### src/design/crj_pkg.sv
// Package of register map, field positions and line coding constants
package crj_pkg;
    localparam int          ADDR_W        = 2;
    localparam int          DATA_W        = 32;
    localparam logic [1:0]  CFG_IDX       = 2'h0;
    localparam logic [1:0]  ATTN_IDX      = 2'h1;
    localparam logic [1:0]  STAT_IDX      = 2'h2;
    localparam int          RAIL_BIT      = 0;
    localparam int          STS_BIT       = 1;
    localparam int          EURO_BIT      = 2;
    localparam int          ATTN_LO_BIT   = 0;
    localparam int          ATTN_PATH_BIT = 1;
    localparam int          ATTN_HI_BIT   = 2;
    localparam int          ATTN_RST_BIT  = 3;
    localparam logic [7:0]  CFG_RESET     = 8'h00;
    localparam logic [7:0]  ATTN_RESET    = 8'h00;
    localparam logic [7:0]  CFG_WMASK     = 8'h07;
    localparam logic [7:0]  ATTN_WMASK    = 8'h0f;
    localparam int          STAT_ON_BIT   = 6;
    localparam int          STAT_RST_BIT  = 7;
    localparam int          FIFO_MAX      = 32;
    localparam int          PTR_W         = 5;
    localparam logic [5:0]  DEPTH_SHORT   = 6'h10;
    localparam logic [5:0]  DEPTH_LONG    = 6'h20;
    localparam int          PIPE_LEN      = 4;
    localparam logic [2:0]  RUN_EURO      = 3'h4;
    localparam logic [2:0]  RUN_T3        = 3'h3;
    localparam logic [1:0]  SYM_ZERO      = 2'h0;
    localparam logic [1:0]  SYM_MARK      = 2'h1;
    localparam logic [1:0]  SYM_VIOL      = 2'h2;
    localparam int          PIN_N         = 5;
    localparam logic [4:0]  PIN_RESET     = 5'h00;
    typedef enum logic [1:0] {CRJ_RATE_T3, CRJ_RATE_EURO, CRJ_RATE_SONET}
        crj_rate_e;
endpackage

### src/design/crj_coder_if.sv
// Interface between the channel logic and its line coder
`timescale 1ns/10ps
interface crj_coder_if;
    logic tick;
    logic euroMode;
    logic encIn;
    logic encPos;
    logic encNeg;
    logic decPos;
    logic decNeg;
    logic decData;
    logic decViol;
    modport coder (input tick, euroMode, encIn, decPos, decNeg,
                   output encPos, encNeg, decData, decViol);
    modport user  (output tick, euroMode, encIn, decPos, decNeg,
                   input encPos, encNeg, decData, decViol);
endinterface

### src/design/crj_line_coder.sv
// Zero-substitution line encoder and decoder for one channel
`timescale 1ns/10ps
module crj_line_coder
    import crj_pkg::*;
(
    input  wire logic   mclk,
    input  wire logic   arst_n,
    crj_coder_if.coder  cif
);
    logic [1:0]          encPipe_reg [PIPE_LEN];
    logic [2:0]          encRun_reg;
    logic                encOdd_reg;
    logic                encPol_reg;
    logic [PIPE_LEN-1:0] decPipe_reg;
    logic [2:0]          decRun_reg;
    logic                decPol_reg;
    logic                decSeen_reg;
    logic [1:0]          rawHist_reg;
    logic [2:0]          runLen;
    logic                decPulse;
    logic                decIsV;
    logic                decBadV;
    logic                decExcess;

    assign runLen    = cif.euroMode ? RUN_EURO : RUN_T3;
    assign decPulse  = cif.decPos | cif.decNeg;
    assign decIsV    = decPulse && decSeen_reg && (cif.decPos == decPol_reg);
    // Zeros ahead of a violation are judged on raw line pulses, so a
    // violation straight after another violation is still flagged
    assign decBadV   = decIsV &&
                       (cif.euroMode ? |rawHist_reg : rawHist_reg[0]);
    assign decExcess = !decPulse && (decRun_reg == runLen - 3'h1);

    ////////////////////////////////////////////////////////////////////////
    // Encoder: marks enter, zero runs are replaced by B/V patterns
    always_ff @(posedge mclk or negedge arst_n)
    begin
        if (!arst_n)
        begin
            for (int i = 0; i < PIPE_LEN; i++)
                encPipe_reg[i] <= SYM_ZERO;
            encRun_reg <= 3'h0;
            encOdd_reg <= 1'b0;
        end
        else if (cif.tick)
        begin
            for (int i = 1; i < PIPE_LEN; i++)
                encPipe_reg[i] <= encPipe_reg[i-1];
            if (cif.encIn)
            begin
                encPipe_reg[0] <= SYM_MARK;
                encOdd_reg     <= ~encOdd_reg;
                encRun_reg     <= 3'h0;
            end
            else if (encRun_reg == runLen - 3'h1)
            begin
                encPipe_reg[0] <= SYM_VIOL;
                // Even mark count: insert a balancing pulse ahead
                if (!encOdd_reg && cif.euroMode)
                    encPipe_reg[3] <= SYM_MARK;
                else if (!encOdd_reg)
                    encPipe_reg[2] <= SYM_MARK;
                encOdd_reg <= 1'b0;
                encRun_reg <= 3'h0;
            end
            else
            begin
                encPipe_reg[0] <= SYM_ZERO;
                encRun_reg     <= encRun_reg + 3'h1;
            end
        end
    end

    // Polarity: marks alternate, violations repeat the last polarity
    always_ff @(posedge mclk or negedge arst_n)
    begin
        if (!arst_n)
        begin
            cif.encPos <= 1'b0;
            cif.encNeg <= 1'b0;
            encPol_reg <= 1'b0;
        end
        else if (cif.tick)
        begin
            unique case (encPipe_reg[PIPE_LEN-1])
                SYM_MARK:
                begin
                    cif.encPos <= ~encPol_reg;
                    cif.encNeg <= encPol_reg;
                    encPol_reg <= ~encPol_reg;
                end
                SYM_VIOL:
                begin
                    cif.encPos <= encPol_reg;
                    cif.encNeg <= ~encPol_reg;
                end
                default:
                begin
                    cif.encPos <= 1'b0;
                    cif.encNeg <= 1'b0;
                end
            endcase
        end
    end

    ////////////////////////////////////////////////////////////////////////
    // Decoder: strips B/V patterns, flags bad violations and zero runs
    always_ff @(posedge mclk or negedge arst_n)
    begin
        if (!arst_n)
        begin
            decPipe_reg  <= '0;
            decRun_reg   <= 3'h0;
            decPol_reg   <= 1'b0;
            decSeen_reg  <= 1'b0;
            rawHist_reg  <= 2'h0;
            cif.decData  <= 1'b0;
            cif.decViol  <= 1'b0;
        end
        else if (cif.tick)
        begin
            decPipe_reg <= {decPipe_reg[PIPE_LEN-2:0], decPulse && !decIsV};
            rawHist_reg <= {rawHist_reg[0], decPulse};
            if (decIsV && cif.euroMode)
                decPipe_reg[3] <= 1'b0;
            else if (decIsV)
                decPipe_reg[2] <= 1'b0;
            if (decPulse && !decIsV)
            begin
                decPol_reg  <= cif.decPos;
                decSeen_reg <= 1'b1;
            end
            decRun_reg  <= (decPulse || decExcess) ? 3'h0 : decRun_reg + 3'h1;
            cif.decData <= decPipe_reg[PIPE_LEN-1];
            cif.decViol <= decBadV | decExcess;
        end
    end
endmodule

### src/design/crj_channel_cfg.sv
// Channel rate, rail mode and jitter attenuator control with datapath
`timescale 1ns/10ps
module crj_channel_cfg
    import crj_pkg::*;
(
    input  wire logic              mclk,
    input  wire logic              arst_n,
    input  wire logic [ADDR_W-1:0] avs_address,
    input  wire logic              avs_read,
    input  wire logic              avs_write,
    input  wire logic [DATA_W-1:0] avs_writedata,
    input  wire logic [3:0]        avs_byteenable,
    output logic      [DATA_W-1:0] avs_readdata,
    output logic                   avs_waitrequest,
    input  wire logic              recoveredClockAlias,
    input  wire logic              txPositiveRailIn,
    input  wire logic              txNegativeRailIn,
    input  wire logic              lineRxTip,
    input  wire logic              lineRxRing,
    output logic                   rxPositiveRailOut,
    output logic                   rxNegativeOrViolationOut,
    output logic                   lineTxPos,
    output logic                   lineTxNeg,
    output logic                   rateEuro,
    output logic                   rateSonet,
    output logic                   rateT3
);
    logic [7:0]        cfg_reg;
    logic [7:0]        attn_reg;
    logic              wait_reg;
    logic [DATA_W-1:0] rdata_reg;
    logic [PIN_N-1:0]  pinS1_reg;
    logic [PIN_N-1:0]  pinS2_reg;
    logic [PIN_N-1:0]  pinS3_reg;
    logic [PIN_N-1:0]  pinF_reg;
    logic              clkPrev_reg;
    logic [1:0]        fifoMem_reg [FIFO_MAX];
    logic [PTR_W-1:0]  wrPtr_reg;
    logic [PTR_W-1:0]  rdPtr_reg;
    logic [5:0]        fifoCount_reg;
    logic              rxPos_reg;
    logic              rxNeg_reg;
    logic              txPos_reg;
    logic              txNeg_reg;
    logic              rEuro_reg;
    logic              rSonet_reg;
    logic              rT3_reg;
    logic              tick;
    logic              access;
    logic              cfgWrite;
    logic              attnWrite;
    logic              flushStart;
    logic              flushing;
    logic              singleRail;
    logic              euroSel;
    logic              stsSel;
    logic              attnOn;
    logic              attnTx;
    logic [5:0]        fifoDepth;
    logic [1:0]        txPair;
    logic [1:0]        rxPair;
    logic [1:0]        fifoIn;
    logic [1:0]        fifoOut;
    logic [1:0]        lineOut;
    logic [1:0]        rxLine;
    logic              tipF;
    logic              ringF;
    logic              txPosF;
    logic              txNegF;
    crj_rate_e         rateMode;

    crj_coder_if coderIf ();

    crj_line_coder u_coder (
        .mclk   (mclk),
        .arst_n (arst_n),
        .cif    (coderIf.coder)
    );

    ////////////////////////////////////////////////////////////////////////
    // Avalon slave: one wait cycle, then the access completes
    assign access    = (avs_read | avs_write) && !wait_reg;
    assign cfgWrite  = access && avs_write && avs_byteenable[0] &&
                       avs_address == CFG_IDX;
    assign attnWrite = access && avs_write && avs_byteenable[0] &&
                       avs_address == ATTN_IDX;
    assign flushStart = attnWrite && avs_writedata[ATTN_RST_BIT] &&
                        !attn_reg[ATTN_RST_BIT];

    always_ff @(posedge mclk or negedge arst_n)
    begin
        if (!arst_n)
            wait_reg <= 1'b1;
        else
            wait_reg <= !((avs_read | avs_write) && wait_reg);
    end

    always_ff @(posedge mclk or negedge arst_n)
    begin
        if (!arst_n)
            rdata_reg <= '0;
        else if ((avs_read | avs_write) && wait_reg)
        begin
            unique case (avs_address)
                CFG_IDX:  rdata_reg <= {24'h0, cfg_reg};
                ATTN_IDX: rdata_reg <= {24'h0, attn_reg};
                STAT_IDX: rdata_reg <= {24'h0, flushing, attnOn, fifoCount_reg};
                default:  rdata_reg <= '0;
            endcase
        end
    end

    always_ff @(posedge mclk or negedge arst_n)
    begin
        if (!arst_n)
            cfg_reg <= CFG_RESET;
        else if (cfgWrite)
            cfg_reg <= avs_writedata[7:0] & CFG_WMASK;
    end

    always_ff @(posedge mclk or negedge arst_n)
    begin
        if (!arst_n)
            attn_reg <= ATTN_RESET;
        else if (attnWrite)
            attn_reg <= avs_writedata[7:0] & ATTN_WMASK;
    end

    ////////////////////////////////////////////////////////////////////////
    // Rate and rail decode
    assign euroSel    = cfg_reg[EURO_BIT];
    assign stsSel     = cfg_reg[STS_BIT];
    assign singleRail = cfg_reg[RAIL_BIT];

    always_comb
    begin
        if (euroSel)
            rateMode = CRJ_RATE_EURO;
        else if (stsSel)
            rateMode = CRJ_RATE_SONET;
        else
            rateMode = CRJ_RATE_T3;
    end

    always_ff @(posedge mclk or negedge arst_n)
    begin
        if (!arst_n)
        begin
            rEuro_reg  <= 1'b0;
            rSonet_reg <= 1'b0;
            rT3_reg    <= 1'b0;
        end
        else
        begin
            unique case (rateMode)
                CRJ_RATE_EURO:  {rEuro_reg, rSonet_reg, rT3_reg} <= 3'h4;
                CRJ_RATE_SONET: {rEuro_reg, rSonet_reg, rT3_reg} <= 3'h2;
                CRJ_RATE_T3:    {rEuro_reg, rSonet_reg, rT3_reg} <= 3'h1;
            endcase
        end
    end

    ////////////////////////////////////////////////////////////////////////
    // Pin synchronisers; a filtered bit moves when stages 2 and 3 agree
    always_ff @(posedge mclk or negedge arst_n)
    begin
        if (!arst_n)
        begin
            pinS1_reg   <= PIN_RESET;
            pinS2_reg   <= PIN_RESET;
            pinS3_reg   <= PIN_RESET;
            pinF_reg    <= PIN_RESET;
            clkPrev_reg <= 1'b0;
        end
        else
        begin
            pinS1_reg   <= {recoveredClockAlias, txPositiveRailIn,
                            txNegativeRailIn, lineRxTip, lineRxRing};
            pinS2_reg   <= pinS1_reg;
            pinS3_reg   <= pinS2_reg;
            pinF_reg    <= (pinS2_reg & pinS3_reg) |
                           (pinF_reg & (pinS2_reg ^ pinS3_reg));
            clkPrev_reg <= pinF_reg[4];
        end
    end

    assign tick   = pinF_reg[4] && !clkPrev_reg;
    assign txPosF = pinF_reg[3];
    assign txNegF = pinF_reg[2];
    assign tipF   = pinF_reg[1];
    assign ringF  = pinF_reg[0];

    ////////////////////////////////////////////////////////////////////////
    // Jitter attenuator FIFO: fills to half depth, then one in, one out
    assign attnOn    = !attn_reg[ATTN_HI_BIT];
    assign fifoDepth = attn_reg[ATTN_LO_BIT] ? DEPTH_LONG : DEPTH_SHORT;
    assign attnTx    = attn_reg[ATTN_PATH_BIT];
    assign flushing  = attn_reg[ATTN_RST_BIT];
    assign fifoIn    = attnTx ? txPair : rxPair;
    assign fifoOut   = (fifoCount_reg >= (fifoDepth >> 1)) ?
                       fifoMem_reg[rdPtr_reg] : 2'h0;

    always_ff @(posedge mclk or negedge arst_n)
    begin
        if (!arst_n)
        begin
            for (int i = 0; i < FIFO_MAX; i++)
                fifoMem_reg[i] <= 2'h0;
            wrPtr_reg     <= '0;
            rdPtr_reg     <= '0;
            fifoCount_reg <= 6'h0;
        end
        else if (flushStart || flushing || attnWrite || !attnOn)
        begin
            for (int i = 0; i < FIFO_MAX; i++)
                fifoMem_reg[i] <= 2'h0;
            wrPtr_reg     <= '0;
            rdPtr_reg     <= '0;
            fifoCount_reg <= 6'h0;
        end
        else if (tick)
        begin
            fifoMem_reg[wrPtr_reg] <= fifoIn;
            wrPtr_reg <= (6'(wrPtr_reg) == fifoDepth - 6'h1) ?
                         '0 : wrPtr_reg + 1'b1;
            if (fifoCount_reg >= (fifoDepth >> 1))
                rdPtr_reg <= (6'(rdPtr_reg) == fifoDepth - 6'h1) ?
                             '0 : rdPtr_reg + 1'b1;
            else
                fifoCount_reg <= fifoCount_reg + 6'h1;
        end
    end

    ////////////////////////////////////////////////////////////////////////
    // Transmit and receive data paths
    assign coderIf.tick     = tick;
    assign coderIf.euroMode = euroSel;
    assign coderIf.encIn    = txPosF;
    assign txPair  = singleRail ? {coderIf.encPos, coderIf.encNeg}
                                : {txNegF, txPosF};
    assign rxPair  = {tipF, ringF};
    assign lineOut = (attnOn && attnTx) ? fifoOut : txPair;
    assign rxLine  = (attnOn && !attnTx) ? fifoOut : rxPair;
    assign coderIf.decPos = rxLine[1];
    assign coderIf.decNeg = rxLine[0];

    always_ff @(posedge mclk or negedge arst_n)
    begin
        if (!arst_n)
        begin
            rxPos_reg <= 1'b0;
            rxNeg_reg <= 1'b0;
            txPos_reg <= 1'b0;
            txNeg_reg <= 1'b0;
        end
        else if (tick)
        begin
            txPos_reg <= lineOut[1];
            txNeg_reg <= lineOut[0];
            if (singleRail)
            begin
                rxPos_reg <= coderIf.decData;
                rxNeg_reg <= coderIf.decViol;
            end
            else
            begin
                rxPos_reg <= rxLine[1];
                rxNeg_reg <= rxLine[0];
            end
        end
    end

    assign avs_readdata             = rdata_reg;
    assign avs_waitrequest          = wait_reg;
    assign rxPositiveRailOut        = rxPos_reg;
    assign rxNegativeOrViolationOut = rxNeg_reg;
    assign lineTxPos                = txPos_reg;
    assign lineTxNeg                = txNeg_reg;
    assign rateEuro                 = rEuro_reg;
    assign rateSonet                = rSonet_reg;
    assign rateT3                   = rT3_reg;

    ////////////////////////////////////////////////////////////////////////
    // Checks
    euro_override_a: assert property (@(posedge mclk) disable iff (!arst_n)
        euroSel |=> rEuro_reg && !rSonet_reg && !rT3_reg)
        else $error("E3 select did not override rate");

    rate_pick_a: assert property (@(posedge mclk) disable iff (!arst_n)
        !euroSel |=> rSonet_reg == $past(stsSel) && rT3_reg != $past(stsSel))
        else $error("DS3 or STS-1 rate wrong");

    single_rx_a: assert property (@(posedge mclk) disable iff (!arst_n)
        tick && singleRail |=> rxPos_reg == $past(coderIf.decData) &&
                               rxNeg_reg == $past(coderIf.decViol))
        else $error("Single rail receive outputs wrong");

    dual_tx_a: assert property (@(posedge mclk) disable iff (!arst_n)
        tick && !singleRail && !(attnOn && attnTx)
        |=> txPos_reg == $past(txNegF) && txNeg_reg == $past(txPosF))
        else $error("Dual rail transmit source wrong");

    dual_rx_a: assert property (@(posedge mclk) disable iff (!arst_n)
        tick && !singleRail && !(attnOn && !attnTx)
        |=> rxPos_reg == $past(tipF) && rxNeg_reg == $past(ringF))
        else $error("Dual rail receive pulse wrong");

    rx_hold_a: assert property (@(posedge mclk) disable iff (!arst_n)
        !tick ##1 !tick |-> $stable(rxNeg_reg) && $stable(rxPos_reg))
        else $error("Receive output changed mid period");

    flush_start_a: assert property (@(posedge mclk) disable iff (!arst_n)
        flushStart |=> fifoCount_reg == 6'h0 && wrPtr_reg == '0 &&
                       rdPtr_reg == '0)
        else $error("Attenuator reset left pointers");

    flush_hold_a: assert property (@(posedge mclk) disable iff (!arst_n)
        flushing ##1 flushing |-> fifoCount_reg == 6'h0 && fifoOut == 2'h0)
        else $error("FIFO ran while reset bit held");

    depth_sel_a: assert property (@(posedge mclk) disable iff (!arst_n)
        attnOn && attn_reg[ATTN_LO_BIT] |-> fifoDepth == DEPTH_LONG)
        else $error("FIFO depth select wrong");

    reserved_zero_a: assert property (@(posedge mclk) disable iff (!arst_n)
        attn_reg[7:4] == 4'h0)
        else $error("Reserved attenuator bits set");

    tx_path_a: assert property (@(posedge mclk) disable iff (!arst_n)
        tick && attnOn && attnTx |=> txPos_reg == $past(fifoOut[1]))
        else $error("Attenuator not in transmit path");
endmodule

### config.mk
export PLATFORM = sky130hd
export DESIGN_NAME = crj_channel_cfg
export DESIGN_NICKNAME = d
export VERILOG_FILES = /design/src/design/crj_pkg.sv /design/src/design/crj_coder_if.sv /design/src/design/crj_line_coder.sv /design/src/design/crj_channel_cfg.sv
export SDC_FILE = /design/constraint.sdc
export NUM_CORES = 1
export LEC_CHECK = 0
export ABC_AREA = 1
export ABC_CLOCK_PERIOD_IN_PS = 4000
export BUFFER_PORTS_ARGS = -buffer_cell sky130_fd_sc_hd__buf_2
export CELL_PAD_IN_SITES_DETAIL_PLACEMENT = 0
export CELL_PAD_IN_SITES_GLOBAL_PLACEMENT = 1
export CORE_MARGIN = 5
export CORE_UTILIZATION = 40
export CTS_BUF_LIST = sky130_fd_sc_hd__clkbuf_4
export DETAILED_ROUTE_END_ITERATION = 12
export GPL_TIMING_DRIVEN = 0
export PLACE_DENSITY_LB_ADDON = 0.25
export SETUP_SLACK_MARGIN = 0.05
export SYNTH_ARGS = -nofsm -noshare
export SYNTH_HDL_FRONTEND = slang
export SYNTH_SLANG_ARGS = --single-unit
### constraint.sdc
create_clock -name mclk -period 4 [get_ports mclk]
set_input_delay 0.4 -clock mclk [delete_from_list [all_inputs] [get_ports mclk]]
set_output_delay 0.4 -clock mclk [all_outputs]
set_load 0.02 [all_outputs]
---- Word-level counts from Yosys, hierarchy flattened ----
Index checks and enable logic that the tools add are counted.
cells by class
  $add $sub $neg .......................... 7
  order comparisons ....................... 4
  eq/ne operators ......................... 12
  multiplexer cells ....................... 51
  bitwise logic cells ..................... 11
  reductions and logical operators ........ 46
operator list
  kind                                                       count
  2-to-1 mux 64 bit                                          2
  bitwise mux 64 bit                                         1
  2-to-1 mux 5 bit                                           7
  2-to-1 mux 2 bit                                           15
  2-to-1 mux 6 bit                                           4
  one-hot mux 8 bit (3 select lines)                         1
  logical AND 1 bit                                          19
  equality test 5 x 6 -> 1 bit                               2
  greater-or-equal comparator 6 bit (second input constant)  2
  2-to-1 mux 3 bit                                           4
  NOT 5 -> 6 bit                                             2
  adder 5 x 1 -> 5 bit (second input constant)               2
  AND 5 bit                                                  2
  binary-select mux 2 bit (select 5 bit)                     1
  demux 2 bit (select 5 bit)                                 1
  one-hot mux 1 bit (2 select lines)                         5
  AND reduction 2 bit                                        5
  logical NOT 1 bit                                          9
  2-to-1 mux 1 bit                                           8
  2-to-1 mux 4 bit                                           2
  OR reduction 2 bit                                         4
  adder 3 x 1 -> 3 bit (second input constant)               2
  adder 6 x 1 -> 6 bit (second input constant)               1
  equality test 2 x 1 -> 1 bit (second input constant)       3
  other kinds (15)                                           27
word-level totals
  bits in registers ....................... 176
  input bits .............................. 47
  output and inout port bits .............. 40
  word-level logic and storage cells ...... 198

---- Longest topological paths before layout ----
  depth after elaboration ................. 12
  depth in mapped cells ................... 16

---- Cells and area by module ----
Synthesis repeated with hierarchy kept, for this count alone.
unflattened totals
  cell total of the unflattened synthesis .. 870
  area, all modules ....................... 7,367.1 um^2
modules (own cells, without submodules)
  module           instances  cells an instance  area an instance (um^2)
  crj_channel_cfg  1          707                6,015.8
  crj_line_coder   1          163                1,351.3

---- Worst setup path after synthesis ----
OpenSTA, ideal clock, no wires.
  path kind ............................... register -> register
  start ................................... reg attn_reg[0]
  end ..................................... reg fifoCount_reg[3]
  setup time .............................. 94 ps
  arrival ................................. 1,673 ps
  required time ........................... 3,906 ps
  path slack .............................. 2,233 ps
  cell stages (with the launch flop) ...... 12
  cell sequence ........................... dfrtp_1 inv_1 ha_1 nand2_1 o21ai_1 nand2_1 nand2_1 nor2_1 inv_1 nand2_1 a41oi_1 a211oi_1
between the ends
  cells in the longest elaborated chain, start to end .. 4
RTL lines
  what                                             RTL line                text
  start: declaration                               crj_channel_cfg.sv:29   logic [7:0] attn_reg;
  start signal: assignment                         crj_channel_cfg.sv:126  attn_reg <= avs_writedata[7:0] & ATTN_WMASK;
  2-to-1 mux 6 bit                                 crj_channel_cfg.sv:196  assign fifoDepth = attn_reg[ATTN_LO_BIT] ? DEPTH_LONG : DEPTH_SHORT;
  greater-or-equal comparator 6 x 5 -> 1 bit       crj_channel_cfg.sv:226  if (fifoCount_reg >= (fifoDepth >> 1))
  inequality test 2 x 1 -> 1 bit (no source line)  -
  AND reduction 2 bit (no source line)             -
  end signal: assignment                           crj_channel_cfg.sv:230  fifoCount_reg <= fifoCount_reg + 6'h1;
  end: declaration                                 crj_channel_cfg.sv:40   logic [5:0] fifoCount_reg;
Every way passes these cells.
A chain may end at the register's enable or synchronous reset.

---- Final worst setup path ----
  start ................................... reg pinF_reg[4]
  end ..................................... reg fifoMem_reg[61] (netlist name)
between the ends
  cells in the longest elaborated chain, start to end .. 2
RTL lines
  what                                 RTL line                text
  start: declaration                   crj_channel_cfg.sv:35   logic [PIN_N-1:0] pinF_reg;
  start signal: assignment             crj_channel_cfg.sv:181  pinF_reg <= (pinS2_reg & pinS3_reg) |
  logical AND 1 bit                    crj_channel_cfg.sv:187  assign tick = pinF_reg[4] && !clkPrev_reg;
  nonzero test 2 bit (no source line)  -
  end signal: indexed assignment       crj_channel_cfg.sv:223  fifoMem_reg[wrPtr_reg] <= fifoIn;
  end: declaration                     crj_channel_cfg.sv:37   logic [1:0] fifoMem_reg [FIFO_MAX];
Every way passes these cells.

==> metrics.log <==
[metrics] number of port buffers: 31
[metrics] Post-Place Cells: ~1100
[metrics] synthesis warning total: 0
[metrics] kind of capture point of the worst setup path: flop
[metrics] num ports: a little under 90
[metrics] pin count of the biggest net entering global routing: 90
[metrics] Clk Tree Root Cell: sky130_fd_sc_hd__clkbuf_4
[metrics] Initial DRT Pass Iterations: 5
[metrics] worst clock skew: 0.0272 ns
[metrics] Post-CTS Setup Inserts: 0
[metrics] highest fanout seen on the critical path: 10
[metrics] Crit path arrival time: 2.82 ns
[metrics] number of antenna violations at the first check in global routing: 1
[metrics] Max Cap Viol: 0
[metrics] leading area contributor after synthesis: sky130_fd_sc_hd__dfrtp_1
[metrics] remaining number of nets flagged by the antenna check after routing: 0
[metrics] later-pin clock latency in the skew report: 0.57 ns
[metrics] placed cell areas: 0.00780 mm^2
[metrics] half-perimeter wire length after placement: between 10 and 15 mm
[metrics] worst slew margin relative to its limit: a little under three fifths
[metrics] peak supply drop: between 0.0002 and 0.0003 V
[metrics] GR Util met2: approximately 29%
[metrics] post-cts repair resize count: 0
[metrics] CTS sink cnt: around 150
[metrics] Hold Crit Class: in -> reg
[metrics] top library cells by usage in the layout, fill and taps aside: 157 x sky130_fd_sc_hd__nand2_1, 151 x sky130_fd_sc_hd__dfrtp_1, 105 x sky130_fd_sc_hd__o21ai_0
[metrics] sequential share of the synthesized area: a little over half
[metrics] final count of hold timing violations: 0
[metrics] Power Dens Cells: about 470 mW/mm^2
[metrics] fraction of the cycle the final worst path needs: 58.5%
[metrics] CTS Buf Count: 17
[metrics] Tot GR Track Use: a little under a fifth
[metrics] final-stage net count: approximately 1000
[metrics] Setup Crit Path Kind: reg -> reg
[metrics] final global-route overflow total: 0
[metrics] vias after detailed routing: around 5900
[metrics] Setup violations, final: 0
[metrics] area of the mapped netlist: between 0.007 and 0.008 mm^2
[metrics] minimum clock period after layout: about 2.3 ns
[metrics] switching power as a share of total power: 38.3%
[metrics] level count of the clock H-tree: 4
[metrics] Std-Cell Rows: between 40 and 50
[metrics] largest buffer count on any clock path: 2
[metrics] Post-Route Setup TNS: 0 ns
[metrics] Leak Pwr: roughly 3.9 nW
[metrics] Horiz. Die Dim: ~140 um
[metrics] top cells by area, synth: sky130_fd_sc_hd__dfrtp_1 52%, sky130_fd_sc_hd__nand2_1 8.1%, sky130_fd_sc_hd__o21ai_0 7.3%
[metrics] number of instances in the synthesized netlist: around 860
[metrics] clock group share of total power: approximately a quarter
[metrics] TritonCTS clock tree: yes
[metrics] finished layout cell area: between 0.008 and 0.009 mm^2
[metrics] WL/cell: 15.9 um
[metrics] vias per inst: between 5 and 6
[metrics] Worst Hold Depth: 3
[metrics] number of flip-flops under the largest register name: 64
[metrics] worst hold margin: between 0.08 and 0.09 ns
[metrics] Gate power share: between 20% and 30%
[metrics] DR DRC count: 0
[metrics] growth of design area from synthesis to finish: 12.4%
[metrics] vias in the first global route: 5722
[metrics] outcome: complete, no violations
[metrics] effective utilization at floorplan: about two fifths
[metrics] cell count of the worst reg-to-reg path: 7
[metrics] area occupied by multi-input gates: slightly below 0.003 mm^2
[metrics] Fmax achieved: about 430 MHz
[metrics] CTS Hold Bufs: 6
[metrics] filler-free cell count of the finished design: ~1200
[metrics] die area: between 0.02 and 0.025 mm^2
[metrics] net switching power: approximately 0.0015 W
[metrics] register area: approximately 0.0038 mm^2
[metrics] leading cell type in the layout, fill and taps excluded: sky130_fd_sc_hd__nand2_1
[metrics] fill cell total of the finished layout: ~1800
[metrics] number of register bits inferred by synthesis: ~150
[metrics] Reg power frac: 48.3%
[metrics] actual transition at the worst max-transition pin: about 0.67 ns
[metrics] Synth cell types: 38
[metrics] nature of the critical path startpoint: flop
[metrics] area share of the largest cell type after synthesis: between 50% and 60%
[metrics] M3 GR Usage: under 10%
[metrics] GR met1 Demand/Resource: a little over a quarter
[metrics] wire length reported by the detailed router: 18.7 mm
[metrics] Floorplan Core Area: 0.0179 mm^2
[metrics] final RePlAce weighted congestion: a little over 0.8
[metrics] wire length of the first global-routing pass: slightly above 30 mm
[metrics] clock edge transition at the registers on the reported setup and hold paths: 0.14 ns
[metrics] internal cell power: approximately 0.0024 W
[metrics] number of design-rule violations left by the first detailed-router iteration: 460
[metrics] setup repair after global routing missed its margin: no
[metrics] post-synthesis area per instance: between 8 and 9 um^2
[metrics] Required @ worst endpoint: roughly 4.5 ns
[metrics] DIE HEIGHT: 145 um
[metrics] routing layer with the top usage in global route: met2
[metrics] ratio of cells with drive above 1 in the final layout: 12.7%
[metrics] number of pins exceeding their max-slew limit in the final report: 0
-- power by group through the flow --
stage	Clock [W]	Sequential [W]	Combinational, W
3_5_place_dp	0	0.00188	0.00105
2_1_floorplan	0	0.00190	0.000658
5_1_grt	0.00102	0.00188	0.00118
4_1_cts	0.000962	0.00185	0.00105
6_report	0.000933	0.00185	0.00104
3_3_place_gp	0	0.00188	0.00103
-- kinds of logic (layout without fill, tap and decap cells) --
kind of cell,count (synthesis),after routing,share of synthesized area [%]
AND/OR/NAND/NOR,322,322,18.6
AO/OA/AOI/OAI,229,229,16.7
flip-flops,152,152,52.6
buffers and inverters,127,197,8.42
adder cells (fa/ha/maj),16,16,2.77
XOR/XNOR,8,8,0.968
other,1,25,0.0518
-- metal layers --
| layer | share of wire [%] | routed length [um] |
|---|---|---|
| met1 | 49 | 9150 |
| met2 | 44 | 8280 |
| met3 | 5.0 | 939 |
| met5 | 0 | 0 |
| met4 | 1.6 | 300 |
-- cells in the mapped netlist --
cell                       number
sky130_fd_sc_hd__clkbuf_1      23
sky130_fd_sc_hd__inv_1         63
sky130_fd_sc_hd__clkinv_2       1
sky130_fd_sc_hd__nor3_1         3
sky130_fd_sc_hd__a311oi_1       1
sky130_fd_sc_hd__inv_2          5
sky130_fd_sc_hd__nor3b_1        1
sky130_fd_sc_hd__buf_4         25
sky130_fd_sc_hd__xor2_1         6
sky130_fd_sc_hd__conb_1         1
sky130_fd_sc_hd__nand4_1        3
sky130_fd_sc_hd__o21ai_0      105
sky130_fd_sc_hd__buf_6          4
sky130_fd_sc_hd__a211oi_1       1
sky130_fd_sc_hd__a21oi_1       84
sky130_fd_sc_hd__a21o_1         5
sky130_fd_sc_hd__dfrtp_1      151
sky130_fd_sc_hd__ha_1          16
sky130_fd_sc_hd__dfstp_2        1
sky130_fd_sc_hd__nor4_1         3
sky130_fd_sc_hd__buf_2          6
sky130_fd_sc_hd__a22o_1         2
sky130_fd_sc_hd__nand2_1      157
sky130_fd_sc_hd__a21oi_2        1
sky130_fd_sc_hd__nor2_2         1
sky130_fd_sc_hd__a221oi_1       3
sky130_fd_sc_hd__or2_2          2
sky130_fd_sc_hd__o211ai_1       1
sky130_fd_sc_hd__nor2_4         1
sky130_fd_sc_hd__nand2_2        6
sky130_fd_sc_hd__nor2_1        94
sky130_fd_sc_hd__a41oi_1        1
sky130_fd_sc_hd__nand3_2        4
sky130_fd_sc_hd__o31ai_1        3
sky130_fd_sc_hd__o22ai_1        4
sky130_fd_sc_hd__nand3_1       47
sky130_fd_sc_hd__o21ai_1       18
sky130_fd_sc_hd__xnor2_1        2
-- through the flow --
step           setup WS [ns]  util [%]  total power (W)
2_1_floorplan           2.23         -          0.00256
3_3_place_gp           0.110      43.4          0.00291
3_5_place_dp            1.66      43.6          0.00293
4_1_cts                 1.66      45.4          0.00387
5_1_grt                 1.36      45.5          0.00408
6_report                1.66      45.5          0.00383
-- worst paths after layout --
check	endpoint	startpoint	slack (ns)
hold / removal	attn_reg[3]	avs_writedata[3]	0.08
setup / recovery	fifoMem_reg[61]	pinF_reg[4]	1.66
max in group asynchronous	avs_waitrequest	arst_n	2.81
hold reg to reg	pinS2_reg[0]	pinS1_reg[0]	0.37
min in group asynchronous	fifoMem_reg[32]	arst_n	0.36
setup reg to reg	fifoMem_reg[61]	pinF_reg[4]	1.66
-- worst max-delay path, cell delays in order, from the launching register on --
cell and delay (ns):
sky130_fd_sc_hd__dfrtp_1 0.40, sky130_fd_sc_hd__inv_1 0.05, sky130_fd_sc_hd__nor2_1 0.22, sky130_fd_sc_hd__clkbuf_1 0.49
sky130_fd_sc_hd__nand2_1 0.49, sky130_fd_sc_hd__nor2_1 0.33, sky130_fd_sc_hd__o21ai_0 0.12, sky130_fd_sc_hd__a21oi_1 0.16
-- cell type report --
type	count	area share [%]
Buffer	58	4.29
Clock inverter	15	1.74
Tap cell	229	3.52
Multi-Input combinational cell	599	35.8
Clock buffer	17	1.57
Inverter	69	3.20
Sequential cell	152	46.8
Antenna cell	1	0.0308
Timing Repair Buffer	38	3.11
Power figures use the tool's default switching activity.
